File: src/fstp_pkg.sv
package fstp_pkg;
    // APB byte offsets
    localparam logic [11:0] FSTP_GAIN_OFS    = 12'h000;
    localparam logic [11:0] FSTP_TCGAIN1_OFS = 12'h004;
    localparam logic [11:0] FSTP_TCGAIN2_OFS = 12'h008;
    localparam logic [11:0] FSTP_OFFSET_OFS  = 12'h00C;
    localparam logic [11:0] FSTP_TCOFS_OFS   = 12'h010;
    localparam logic [11:0] FSTP_CLAMP_OFS   = 12'h014;
    localparam logic [11:0] FSTP_POST_OFS    = 12'h018;
    localparam logic [11:0] FSTP_STATUS_OFS  = 12'h01C;
    // Field positions
    localparam int FSTP_SIGN_POS   = 15;
    localparam int FSTP_COARSE_POS = 12;
    localparam int FSTP_HI_POS     = 12;
    localparam int FSTP_PSIGN_POS  = 24;
    // Reset values: unity gain, ceiling at top, post-curve gain 0x7FF, everything else zero
    localparam logic [31:0] FSTP_GAIN_RST  = 32'h0000_0400;
    localparam logic [31:0] FSTP_CLAMP_RST = 32'h00FF_F000;
    localparam logic [31:0] FSTP_POST_RST  = 32'h0000_07FF;
    // Temperature reference, degrees C
    localparam logic signed [8:0] FSTP_TREF = 9'sd25;
    // Fine gain: code 1024 is unity, LSB 1/2048
    localparam int FSTP_FINE_SHIFT = 11;
    // Polynomial scaling: 1/100 and 1/1000 folded into a 2^-20 fraction
    localparam logic signed [31:0] FSTP_TC1_WARM_K = 32'sd1;
    localparam logic signed [31:0] FSTP_TC1_COOL_K = 32'sd2;
    localparam logic signed [31:0] FSTP_TC2_WARM_K = 32'sd1;
    localparam logic signed [31:0] FSTP_TC2_COOL_K = 32'sd4;
    localparam int FSTP_TC_SHIFT   = 18;
    localparam int FSTP_TC2_SHIFT  = 7;
    localparam int FSTP_OTC_SHIFT  = 6;
    typedef struct packed {
        logic               sign;
        logic [2:0]         coarse;
        logic [10:0]        fine;
    } fstp_gain_t;
    typedef struct packed {
        logic signed [16:0] gainOut;
        logic signed [12:0] ofsOut;
    } fstp_stage_t;
endpackage

File: src/field_signal_trim_path.sv
// Decided for this implementation: the register addresses and register access over APB.
`timescale 1ns/1ps
`default_nettype none
module field_signal_trim_path
    import fstp_pkg::*;
(
    input  wire logic               sys_clk,
    input  wire logic               srst,
    input  wire logic               psel,
    input  wire logic               penable,
    input  wire logic               pwrite,
    input  wire logic [11:0]        paddr,
    input  wire logic [31:0]        pwdata,
    output logic      [31:0]        prdata,
    output logic                    pready,
    output logic                    pslverr,
    input  wire logic               sampleValid,
    input  wire logic signed [15:0] sampleIn,
    input  wire logic signed [8:0]  ambientTemp,
    output logic                    outValid,
    output logic [11:0]             outCode,
    output logic                    curveValid,
    output logic signed [12:0]      curveOut
);
    logic [31:0]        gainReg_ff, tc1Reg_ff, tc2Reg_ff, ofsReg_ff, tcoReg_ff, clampReg_ff, postReg_ff;
    logic [31:0]        prdata_ff;
    logic               pready_ff, pslverr_ff;
    fstp_stage_t        stage_ff;
    logic               s1Valid_ff, s2Valid_ff, outValid_ff, curveValid_ff;
    logic signed [8:0]  dt1_ff;
    logic               warm1_ff;
    logic signed [15:0] smp1_ff;
    logic signed [8:0]  dt2_ff;
    logic               warm2_ff;
    logic [11:0]        outCode_ff;
    logic signed [12:0] curveOut_ff;
    logic signed [8:0]  nxt_dt;
    logic               nxt_warm;
    fstp_gain_t         gainCfg;
    logic signed [47:0] prod;
    logic signed [16:0] nxt_gain;
    logic signed [31:0] ofsSum;
    logic signed [12:0] nxt_ofs;
    logic signed [31:0] poly;

    function automatic logic signed [31:0] sx(input logic [15:0] v, input int w);
        logic [31:0] u;
        u = {v, 16'h0000} << (16 - w);
        return signed'(u) >>> (32 - w);
    endfunction

    function automatic logic signed [16:0] sat17(input logic signed [47:0] v);
        if (v > 48'sd65535) return 17'sd65535;
        else if (v < -48'sd65536) return -17'sd65536;
        else return v[16:0];
    endfunction

    function automatic logic signed [12:0] sat13(input logic signed [31:0] v);
        if (v > 32'sd4095) return 13'sd4095;
        else if (v < -32'sd4096) return -13'sd4096;
        else return v[12:0];
    endfunction

    // APB slave, one wait state
    always_ff @(posedge sys_clk)
    begin
        if (srst)
        begin
            pready_ff  <= 1'b0;
            pslverr_ff <= 1'b0;
            prdata_ff  <= 32'h0000_0000;
        end
        else
        begin
            pready_ff  <= psel && penable && !pready_ff;
            pslverr_ff <= 1'b0;
            if (psel && penable && !pready_ff)
            begin
                prdata_ff <= 32'h0000_0000;
                if (paddr == FSTP_GAIN_OFS) prdata_ff <= gainReg_ff;
                else if (paddr == FSTP_TCGAIN1_OFS) prdata_ff <= tc1Reg_ff;
                else if (paddr == FSTP_TCGAIN2_OFS) prdata_ff <= tc2Reg_ff;
                else if (paddr == FSTP_OFFSET_OFS) prdata_ff <= ofsReg_ff;
                else if (paddr == FSTP_TCOFS_OFS) prdata_ff <= tcoReg_ff;
                else if (paddr == FSTP_CLAMP_OFS) prdata_ff <= clampReg_ff;
                else if (paddr == FSTP_POST_OFS) prdata_ff <= postReg_ff;
                else if (paddr == FSTP_STATUS_OFS) prdata_ff <= {19'h0_0000, stage_ff.ofsOut};
                else pslverr_ff <= 1'b1;
            end
        end
    end

    // Register writes, field widths masked
    // field widths
    always_ff @(posedge sys_clk)
    begin
        if (srst)
        begin
            gainReg_ff  <= FSTP_GAIN_RST;
            tc1Reg_ff   <= 32'h0000_0000;
            tc2Reg_ff   <= 32'h0000_0000;
            ofsReg_ff   <= 32'h0000_0000;
            tcoReg_ff   <= 32'h0000_0000;
            clampReg_ff <= FSTP_CLAMP_RST;
            postReg_ff  <= FSTP_POST_RST;
        end
        else if (psel && penable && pwrite && pready_ff)
        begin
            if (paddr == FSTP_GAIN_OFS) gainReg_ff <= pwdata & 32'h0000_F7FF;
            else if (paddr == FSTP_TCGAIN1_OFS) tc1Reg_ff <= pwdata & 32'h007F_F7FF;
            else if (paddr == FSTP_TCGAIN2_OFS) tc2Reg_ff <= pwdata & 32'h003F_F3FF;
            else if (paddr == FSTP_OFFSET_OFS) ofsReg_ff <= pwdata & 32'h0000_FFFF;
            else if (paddr == FSTP_TCOFS_OFS) tcoReg_ff <= pwdata & 32'h00FF_FFFF;
            else if (paddr == FSTP_CLAMP_OFS) clampReg_ff <= pwdata & 32'h00FF_FFFF;
            else if (paddr == FSTP_POST_OFS) postReg_ff <= pwdata & 32'h03FF_FFFF;
        end
    end

    assign nxt_dt = ambientTemp - FSTP_TREF;
    assign nxt_warm = (nxt_dt >= 9'sd0);

    always_ff @(posedge sys_clk)
    begin
        if (srst)
        begin
            s1Valid_ff <= 1'b0;
            dt1_ff     <= 9'sd0;
            warm1_ff   <= 1'b1;
            smp1_ff    <= 16'sd0;
        end
        else
        begin
            s1Valid_ff <= sampleValid;
            dt1_ff     <= nxt_dt;
            warm1_ff   <= nxt_warm;
            smp1_ff    <= sampleIn;
        end
    end

    assign gainCfg = fstp_gain_t'({gainReg_ff[FSTP_SIGN_POS], gainReg_ff[FSTP_COARSE_POS +: 3], gainReg_ff[10:0]});

    always_comb
    begin
        logic signed [31:0] c1, c2;
        c1 = 32'sd0;
        c2 = 32'sd0;
        if (warm1_ff)
        begin
            c1 = sx(16'(tc1Reg_ff[10:0]), 11) * FSTP_TC1_WARM_K;
            c2 = sx(16'(tc2Reg_ff[9:0]), 10) * FSTP_TC2_WARM_K;
        end
        else
        begin
            c1 = sx(16'(tc1Reg_ff[FSTP_HI_POS +: 11]), 11) * FSTP_TC1_COOL_K;
            c2 = sx(16'(tc2Reg_ff[FSTP_HI_POS +: 10]), 10) * FSTP_TC2_COOL_K;
        end
        poly = (32'sd1 <<< 20) + ((((c2 * 32'(dt1_ff)) >>> FSTP_TC2_SHIFT) + c1) * 32'(dt1_ff) <<< (20 - FSTP_TC_SHIFT));
    end

    // gain first: coarse 2^code (1..32 over 0..5), then fine
    always_comb
    begin
        logic signed [47:0] g;
        logic [2:0]         cs;
        cs = (gainCfg.coarse > 3'd5) ? 3'd5 : gainCfg.coarse;
        g = 48'(smp1_ff) <<< cs;
        g = (g * 48'(signed'({1'b0, gainCfg.fine}) + 48'sd1024)) >>> FSTP_FINE_SHIFT;
        g = (g * 48'(poly)) >>> 20;
        prod = gainCfg.sign ? -g : g;
    end
    assign nxt_gain = sat17(prod);

    always_comb
    begin
        logic signed [31:0] otc;
        otc = warm2_ff ? sx(16'(tcoReg_ff[11:0]), 12) : (sx(16'(tcoReg_ff[FSTP_HI_POS +: 12]), 12) <<< 1);
        ofsSum = 32'(stage_ff.gainOut) + sx(ofsReg_ff[15:0], 16) + ((otc * 32'(dt2_ff)) >>> FSTP_OTC_SHIFT);
    end
    assign nxt_ofs = sat13(ofsSum);

    always_ff @(posedge sys_clk)
    begin
        if (srst)
        begin
            stage_ff   <= '0;
            s2Valid_ff <= 1'b0;
            dt2_ff     <= 9'sd0;
            warm2_ff   <= 1'b1;
        end
        else
        begin
            s2Valid_ff <= s1Valid_ff;
            dt2_ff     <= dt1_ff;
            warm2_ff   <= warm1_ff;
            if (s1Valid_ff) stage_ff.gainOut <= nxt_gain;
            if (s2Valid_ff) stage_ff.ofsOut <= nxt_ofs;
        end
    end

    always_ff @(posedge sys_clk)
    begin
        logic [12:0]        code;
        logic signed [31:0] pc;
        if (srst)
        begin
            outValid_ff   <= 1'b0;
            outCode_ff    <= 12'h000;
            curveValid_ff <= 1'b0;
            curveOut_ff   <= 13'sd0;
        end
        else
        begin
            code = 13'(nxt_ofs + 13'sd2048);
            if (nxt_ofs < -13'sd2048) code = 13'd0;
            if (nxt_ofs > 13'sd2047) code = 13'd4095;
            if (code[11:0] < clampReg_ff[11:0]) code = {1'b0, clampReg_ff[11:0]};
            if (code[11:0] > clampReg_ff[FSTP_HI_POS +: 12]) code = {1'b0, clampReg_ff[FSTP_HI_POS +: 12]};
            outValid_ff <= s2Valid_ff;
            if (s2Valid_ff) outCode_ff <= code[11:0];
            pc = postReg_ff[FSTP_PSIGN_POS] ? -32'(nxt_ofs) : 32'(nxt_ofs);
            if (postReg_ff[FSTP_PSIGN_POS + 1]) pc = -pc;
            pc = (pc * sx(16'(postReg_ff[11:0]), 12)) >>> 11;
            pc = pc + sx(16'(postReg_ff[FSTP_HI_POS +: 12]), 12);
            curveValid_ff <= s2Valid_ff;
            if (s2Valid_ff) curveOut_ff <= sat13(pc);
        end
    end

    assign prdata     = prdata_ff;
    assign pready     = pready_ff;
    assign pslverr    = pslverr_ff;
    assign outValid   = outValid_ff;
    assign outCode    = outCode_ff;
    assign curveValid = curveValid_ff;
    assign curveOut   = curveOut_ff;

    AST_ZERO_WARM: assert property (@(posedge sys_clk) disable iff (srst)
        (ambientTemp == FSTP_TREF) |=> warm1_ff) else $error("zero delta not warm");
    AST_COOL: assert property (@(posedge sys_clk) disable iff (srst)
        (ambientTemp < FSTP_TREF) |=> !warm1_ff) else $error("cold not selected");
    AST_FLOOR: assert property (@(posedge sys_clk) disable iff (srst)
        (outValid && clampReg_ff[11:0] <= clampReg_ff[23:12]) |-> outCode >= $past(clampReg_ff[11:0]))
        else $error("below floor");
    AST_CEIL: assert property (@(posedge sys_clk) disable iff (srst)
        (outValid && $stable(clampReg_ff)) |-> outCode <= clampReg_ff[23:12]) else $error("above ceiling");
    AST_LAT: assert property (@(posedge sys_clk) disable iff (srst)
        sampleValid |-> ##3 outValid) else $error("latency wrong");
    AST_SAT17: assert property (@(posedge sys_clk) disable iff (srst)
        (s1Valid_ff && prod > 48'sd65535) |=> stage_ff.gainOut == 17'sd65535) else $error("gain wrapped");
    AST_SAT13: assert property (@(posedge sys_clk) disable iff (srst)
        (s2Valid_ff && ofsSum < -32'sd4096) |=> stage_ff.ofsOut == -13'sd4096) else $error("offset wrapped");
    AST_DT: assert property (@(posedge sys_clk) disable iff (srst)
        1'b1 |=> dt1_ff == $past(ambientTemp) - FSTP_TREF) else $error("delta wrong");
    AST_READY: assert property (@(posedge sys_clk) disable iff (srst)
        (psel && penable && !pready) |=> pready) else $error("no ready");
endmodule // field_signal_trim_path
`default_nettype wire

File: config.mk
export PLATFORM = sky130hd
export DESIGN_NAME = field_signal_trim_path
export DESIGN_NICKNAME = d
export VERILOG_FILES = /design/src/fstp_pkg.sv /design/src/field_signal_trim_path.sv
export SDC_FILE = /design/constraint.sdc
export NUM_CORES = 2
export LEC_CHECK = 0
export ABC_AREA = 0
export ABC_CLOCK_PERIOD_IN_PS = 21200
export CORE_AREA = 2 2 385 387
export DETAILED_ROUTE_END_ITERATION = 8
export DIE_AREA = 0 0 387 389
export DONT_BUFFER_PORTS = 1
export GPL_TIMING_DRIVEN = 0
export PLACE_DENSITY = 0.84
export SYNTH_ARGS = -nofsm -noshare
export SYNTH_HDL_FRONTEND = slang
export SYNTH_SLANG_ARGS = --single-unit
export TNS_END_PERCENT = 50
File: constraint.sdc
create_clock -name sys_clk -period 21.2 [get_ports sys_clk]
set_input_delay 4.24 -clock sys_clk [delete_from_list [all_inputs] [get_ports sys_clk]]
set_output_delay 4.24 -clock sys_clk [all_outputs]
set_load 0.05 [all_outputs]
==> impl_metrics.env <==
export IMPL_cp_top_family="adder cells"
export IMPL_clockBufferDepth=3
export IMPL_vias_per_cell=5.95
export IMPL_routabilityCongestion=1.03
export IMPL_grt_usage=0.355
export IMPL_slowest_stage="fa_1"
export IMPL_ys_types=100
export IMPL_timing_fmax_mhz=44.1
export IMPL_postSynthAreaPerCell_sq_um=8.50
export IMPL_r2r_start="warm1_ff"
export IMPL_critPathBufInv=14
export IMPL_synthXorXnorAreaFrac=0.0335
export IMPL_cp_max_fo=10
export IMPL_synthCells=9434
export IMPL_hp_start="ofsReg_ff[11]"
export IMPL_yosysSeqAreaShare=0.0672
export IMPL_critPathMaxStageDelay_ps=600
export IMPL_fin_nets=12000
export IMPL_cts_tree="done"
export IMPL_min_to="ofsReg_ff[11]"
export IMPL_r2r_end="stage_ff[16]"
export IMPL_required_ps=21630
export IMPL_whs_ps=459
export IMPL_synth_adder_area_share=0.510
export IMPL_cts_num_sinks=269
export IMPL_outcome="finished with violations"
export IMPL_num_rows=141
export IMPL_dpl_hpwl_um=217000
export IMPL_synthToLayoutAreaGrowth_pct=8.96
export IMPL_worst_slack_ps=-1460
export IMPL_hold_path_class="flip-flop to flip-flop"
export IMPL_ant_nets=0
export IMPL_tightest_slew_ps=1670
export IMPL_clkLatencyLatePin_ps=650
export IMPL_grt_pass1_vias=71700
export IMPL_numCtsBuffers=29
export IMPL_grt_setup_unrepaired="yes"
export IMPL_setup_viol=17
export IMPL_synthFlopType="dfxtp_1"
export IMPL_fin_skew_ps=59.8
export IMPL_clk_pin_slew_ps=60
export IMPL_first_pass_iters=9
export IMPL_routed_wl_um=270000
export IMPL_fin_crit_sh=1.07
export IMPL_initial_core_util=0.547
export IMPL_die_area_sq_mm=0.151
export IMPL_grt_max_degree=16
export IMPL_synth_area_sq_mm=0.0801
export IMPL_start_kind="flip-flop"
export IMPL_relSlewSlack=-0.114
export IMPL_whs_path_depth=2
export IMPL_root_buffer="clkbuf_16"
export IMPL_end_kind="flip-flop"
export IMPL_slew_viol_final=37
export IMPL_drt_iter0_drc=6951
export IMPL_crit_start="warm1_ff"
export IMPL_r2r_slack_ps=-1460
export IMPL_yosysMostFrequentCell="inv_1"
export IMPL_vias=68900
export IMPL_worstRegToRegCells=84
export IMPL_wl_per_cell_um=23.3
export IMPL_grt_pass1_wl_um=410000
export IMPL_synthMuxAreaShare=0.0198
export IMPL_drcViolationCount=2
export IMPL_die_w_um=387
export IMPL_synth_async_sr_flop_share=0
export IMPL_cap_violations=4
export IMPL_synth_edff_count=0
export IMPL_cts_htree_levels=1
export IMPL_synthTopCellsByCount="inv_1 (1953), fa_1 (1662), nand2_1 (1653), ha_1 (607), clkbuf_1 (420)"
export IMPL_io_pins=136
export IMPL_synth_compound_area_share=0.0791
export IMPL_die_h_um=389
export IMPL_crit_top_cell="fa_1"
export IMPL_drive_above_1_share=0.0756
export IMPL_yosysWarningCount=0
export IMPL_antenna_found_initial=15
export IMPL_synth_area_leaders="fa_1 (42%), ha_1 (9.5%), inv_1 (9.1%), nand2_1 (7.7%), dfxtp_1 (6.7%)"
export IMPL_finalHoldViolations=0
export IMPL_yosys_register_bits=269
export IMPL_cp_arrival_ps=23090
export IMPL_synth_top_area_frac=0.415
export IMPL_cts_hold_fix_buffers=0
export IMPL_violations="design-rule violations, max-capacitance violations, max-slew violations, negative setup slack"
export IMPL_synth_top_family_by_area="adder cells"
export IMPL_port_buffers=0
export IMPL_grt_ovfl_total=0
export IMPL_core_area_sq_mm=0.147
export IMPL_synth_simple_area_share=0.177
export IMPL_worst_setup_path_type="flip-flop to flip-flop"
export IMPL_yosysTopAreaCell="fa_1"
export IMPL_min_period_ps=22660
sequential cells by signal, indices dropped and copies added, names as in the netlist:
signal / cells
clampReg_ff: 24
curveOut: 13
curveValid: 1
dt1_ff: 9
dt2_ff: 9
gainReg_ff: 15
ofsReg_ff: 16
outCode: 12
postReg_ff: 26
prdata: 26
pready: 1
pslverr: 1
s1Valid_ff: 1
s2Valid_ff: 1
smp1_ff: 16
stage_ff: 30
tc1Reg_ff: 22
tc2Reg_ff: 20
tcoReg_ff: 24
warm1_ff: 1
warm2_ff: 1
cell usage in the layout, fill, tap and decap left out, types with 18 or more instances in the layout:
master     Yosys  routed
nor3_1        95      88
xor2_1        88      66
and2_1       360     353
nor2_1       369     363
fa_1        1662    1652
nor4_1        23      20
nand3_1       71      67
mux2_2        53      40
a211o_1       20      20
a211oi_1      58      51
clkbuf_2       1      18
a21oi_1      334     302
or3_1         31      27
a221oi_1      25      20
o21ai_1        8      28
a21o_1        44      42
or2_2         59      55
nand2b_1     114     114
o21a_1        52      51
a21oi_2        2      19
clkbuf_1     420     359
nand2_1     1653    1641
ha_1         607     579
xnor2_2        2      31
inv_1       1953    1945
a31o_2        19      18
clkbuf_16      0      34
buf_1         31      26
o31ai_1       23      18
a31oi_1       30      27
ha_4           0      20
buf_4          8     159
o21ai_0      178     145
nand3b_1      26      26
and3_1        44      43
xnor2_1      194     161
nor2b_1      153     151
mux2i_1       63      62
dfxtp_1      269     262
nand4_1       26      26
cells by family after synthesis:
group                    Yosys count
AO/OA/AOI/OAI                    975
XOR/XNOR                         292
adder cells (fa/ha/maj)         2269
buffers and inverters           2418
flip-flops                       269
multiplexers                     132
other                              2
AND/OR/NAND/NOR                 3077
tightest hold or removal path, stage by stage (launching register included):
cell     delay, ps
dfxtp_1        310
nand2_1         50
a21oi_1         50
metal layers:
| metal | part of all wire | global-route usage | vias up |
|---|---|---|---|
| met5 | 0.00057 | 0 | - |
| met4 | 0.082 | 0.224 | 16 |
| met3 | 0.13 | 0.0956 | 1263 |
| met2 | 0.44 | 0.556 | 4456 |
| met1 | 0.35 | 0.437 | 34100 |
| li1 | - | - | 29100 |
how the worst max path moves through the flow:
stage | end | cells past startpoint | slack [ps]
after floorplan | stage_ff[21] | 86 | 10
after global placement | stage_ff[20] | 83 | -4510
after CTS | stage_ff[28] | 85 | -660
final | stage_ff[16] | 84 | -1460
after global routing | stage_ff[16] | 87 | -1800
after detailed placement | stage_ff[20] | 83 | -4980
timing repair:
action                     in CTS  in global routing
gates cloned                    3                  0
gates resized for setup       315                197
setup endpoints to repair      30                 30
pin swaps                      99                 97
buffers inserted              104                 55
metrics by stage:
step / instances / TNS (ps) / setup slack [ps] / area [sq um] / utilization
finish: 11600 / -24100 / -1460 / 87300 / 0.596
global route: 11600 / -30700 / -1800 / 87300 / 0.596
CTS: 11500 / -17360 / -657 / 86200 / 0.588
detailed placement: 11400 / -115560 / -4980 / 82900 / 0.566
global placement: 11400 / -103610 / -4510 / 82700 / 0.564
floorplan: 9444 / 0 / 12.2 / 80300 / -
layout make-up:
type	instances	area, sq um
Tap cell	1930	2410
Clock inverter	15	176
Inverter	1953	7340
Sequential cell	269	5400
Timing Repair Buffer	170	1480
Fill cell	12100	59300
Antenna cell	6	15.0
Clock buffer	37	816
Multi-Input combinational cell	6757	67600
Buffer	451	2090
Power is left out: the tool's default activity adds up to more than one toggle a clock period on the data nets, which glitch-free logic cannot reach.
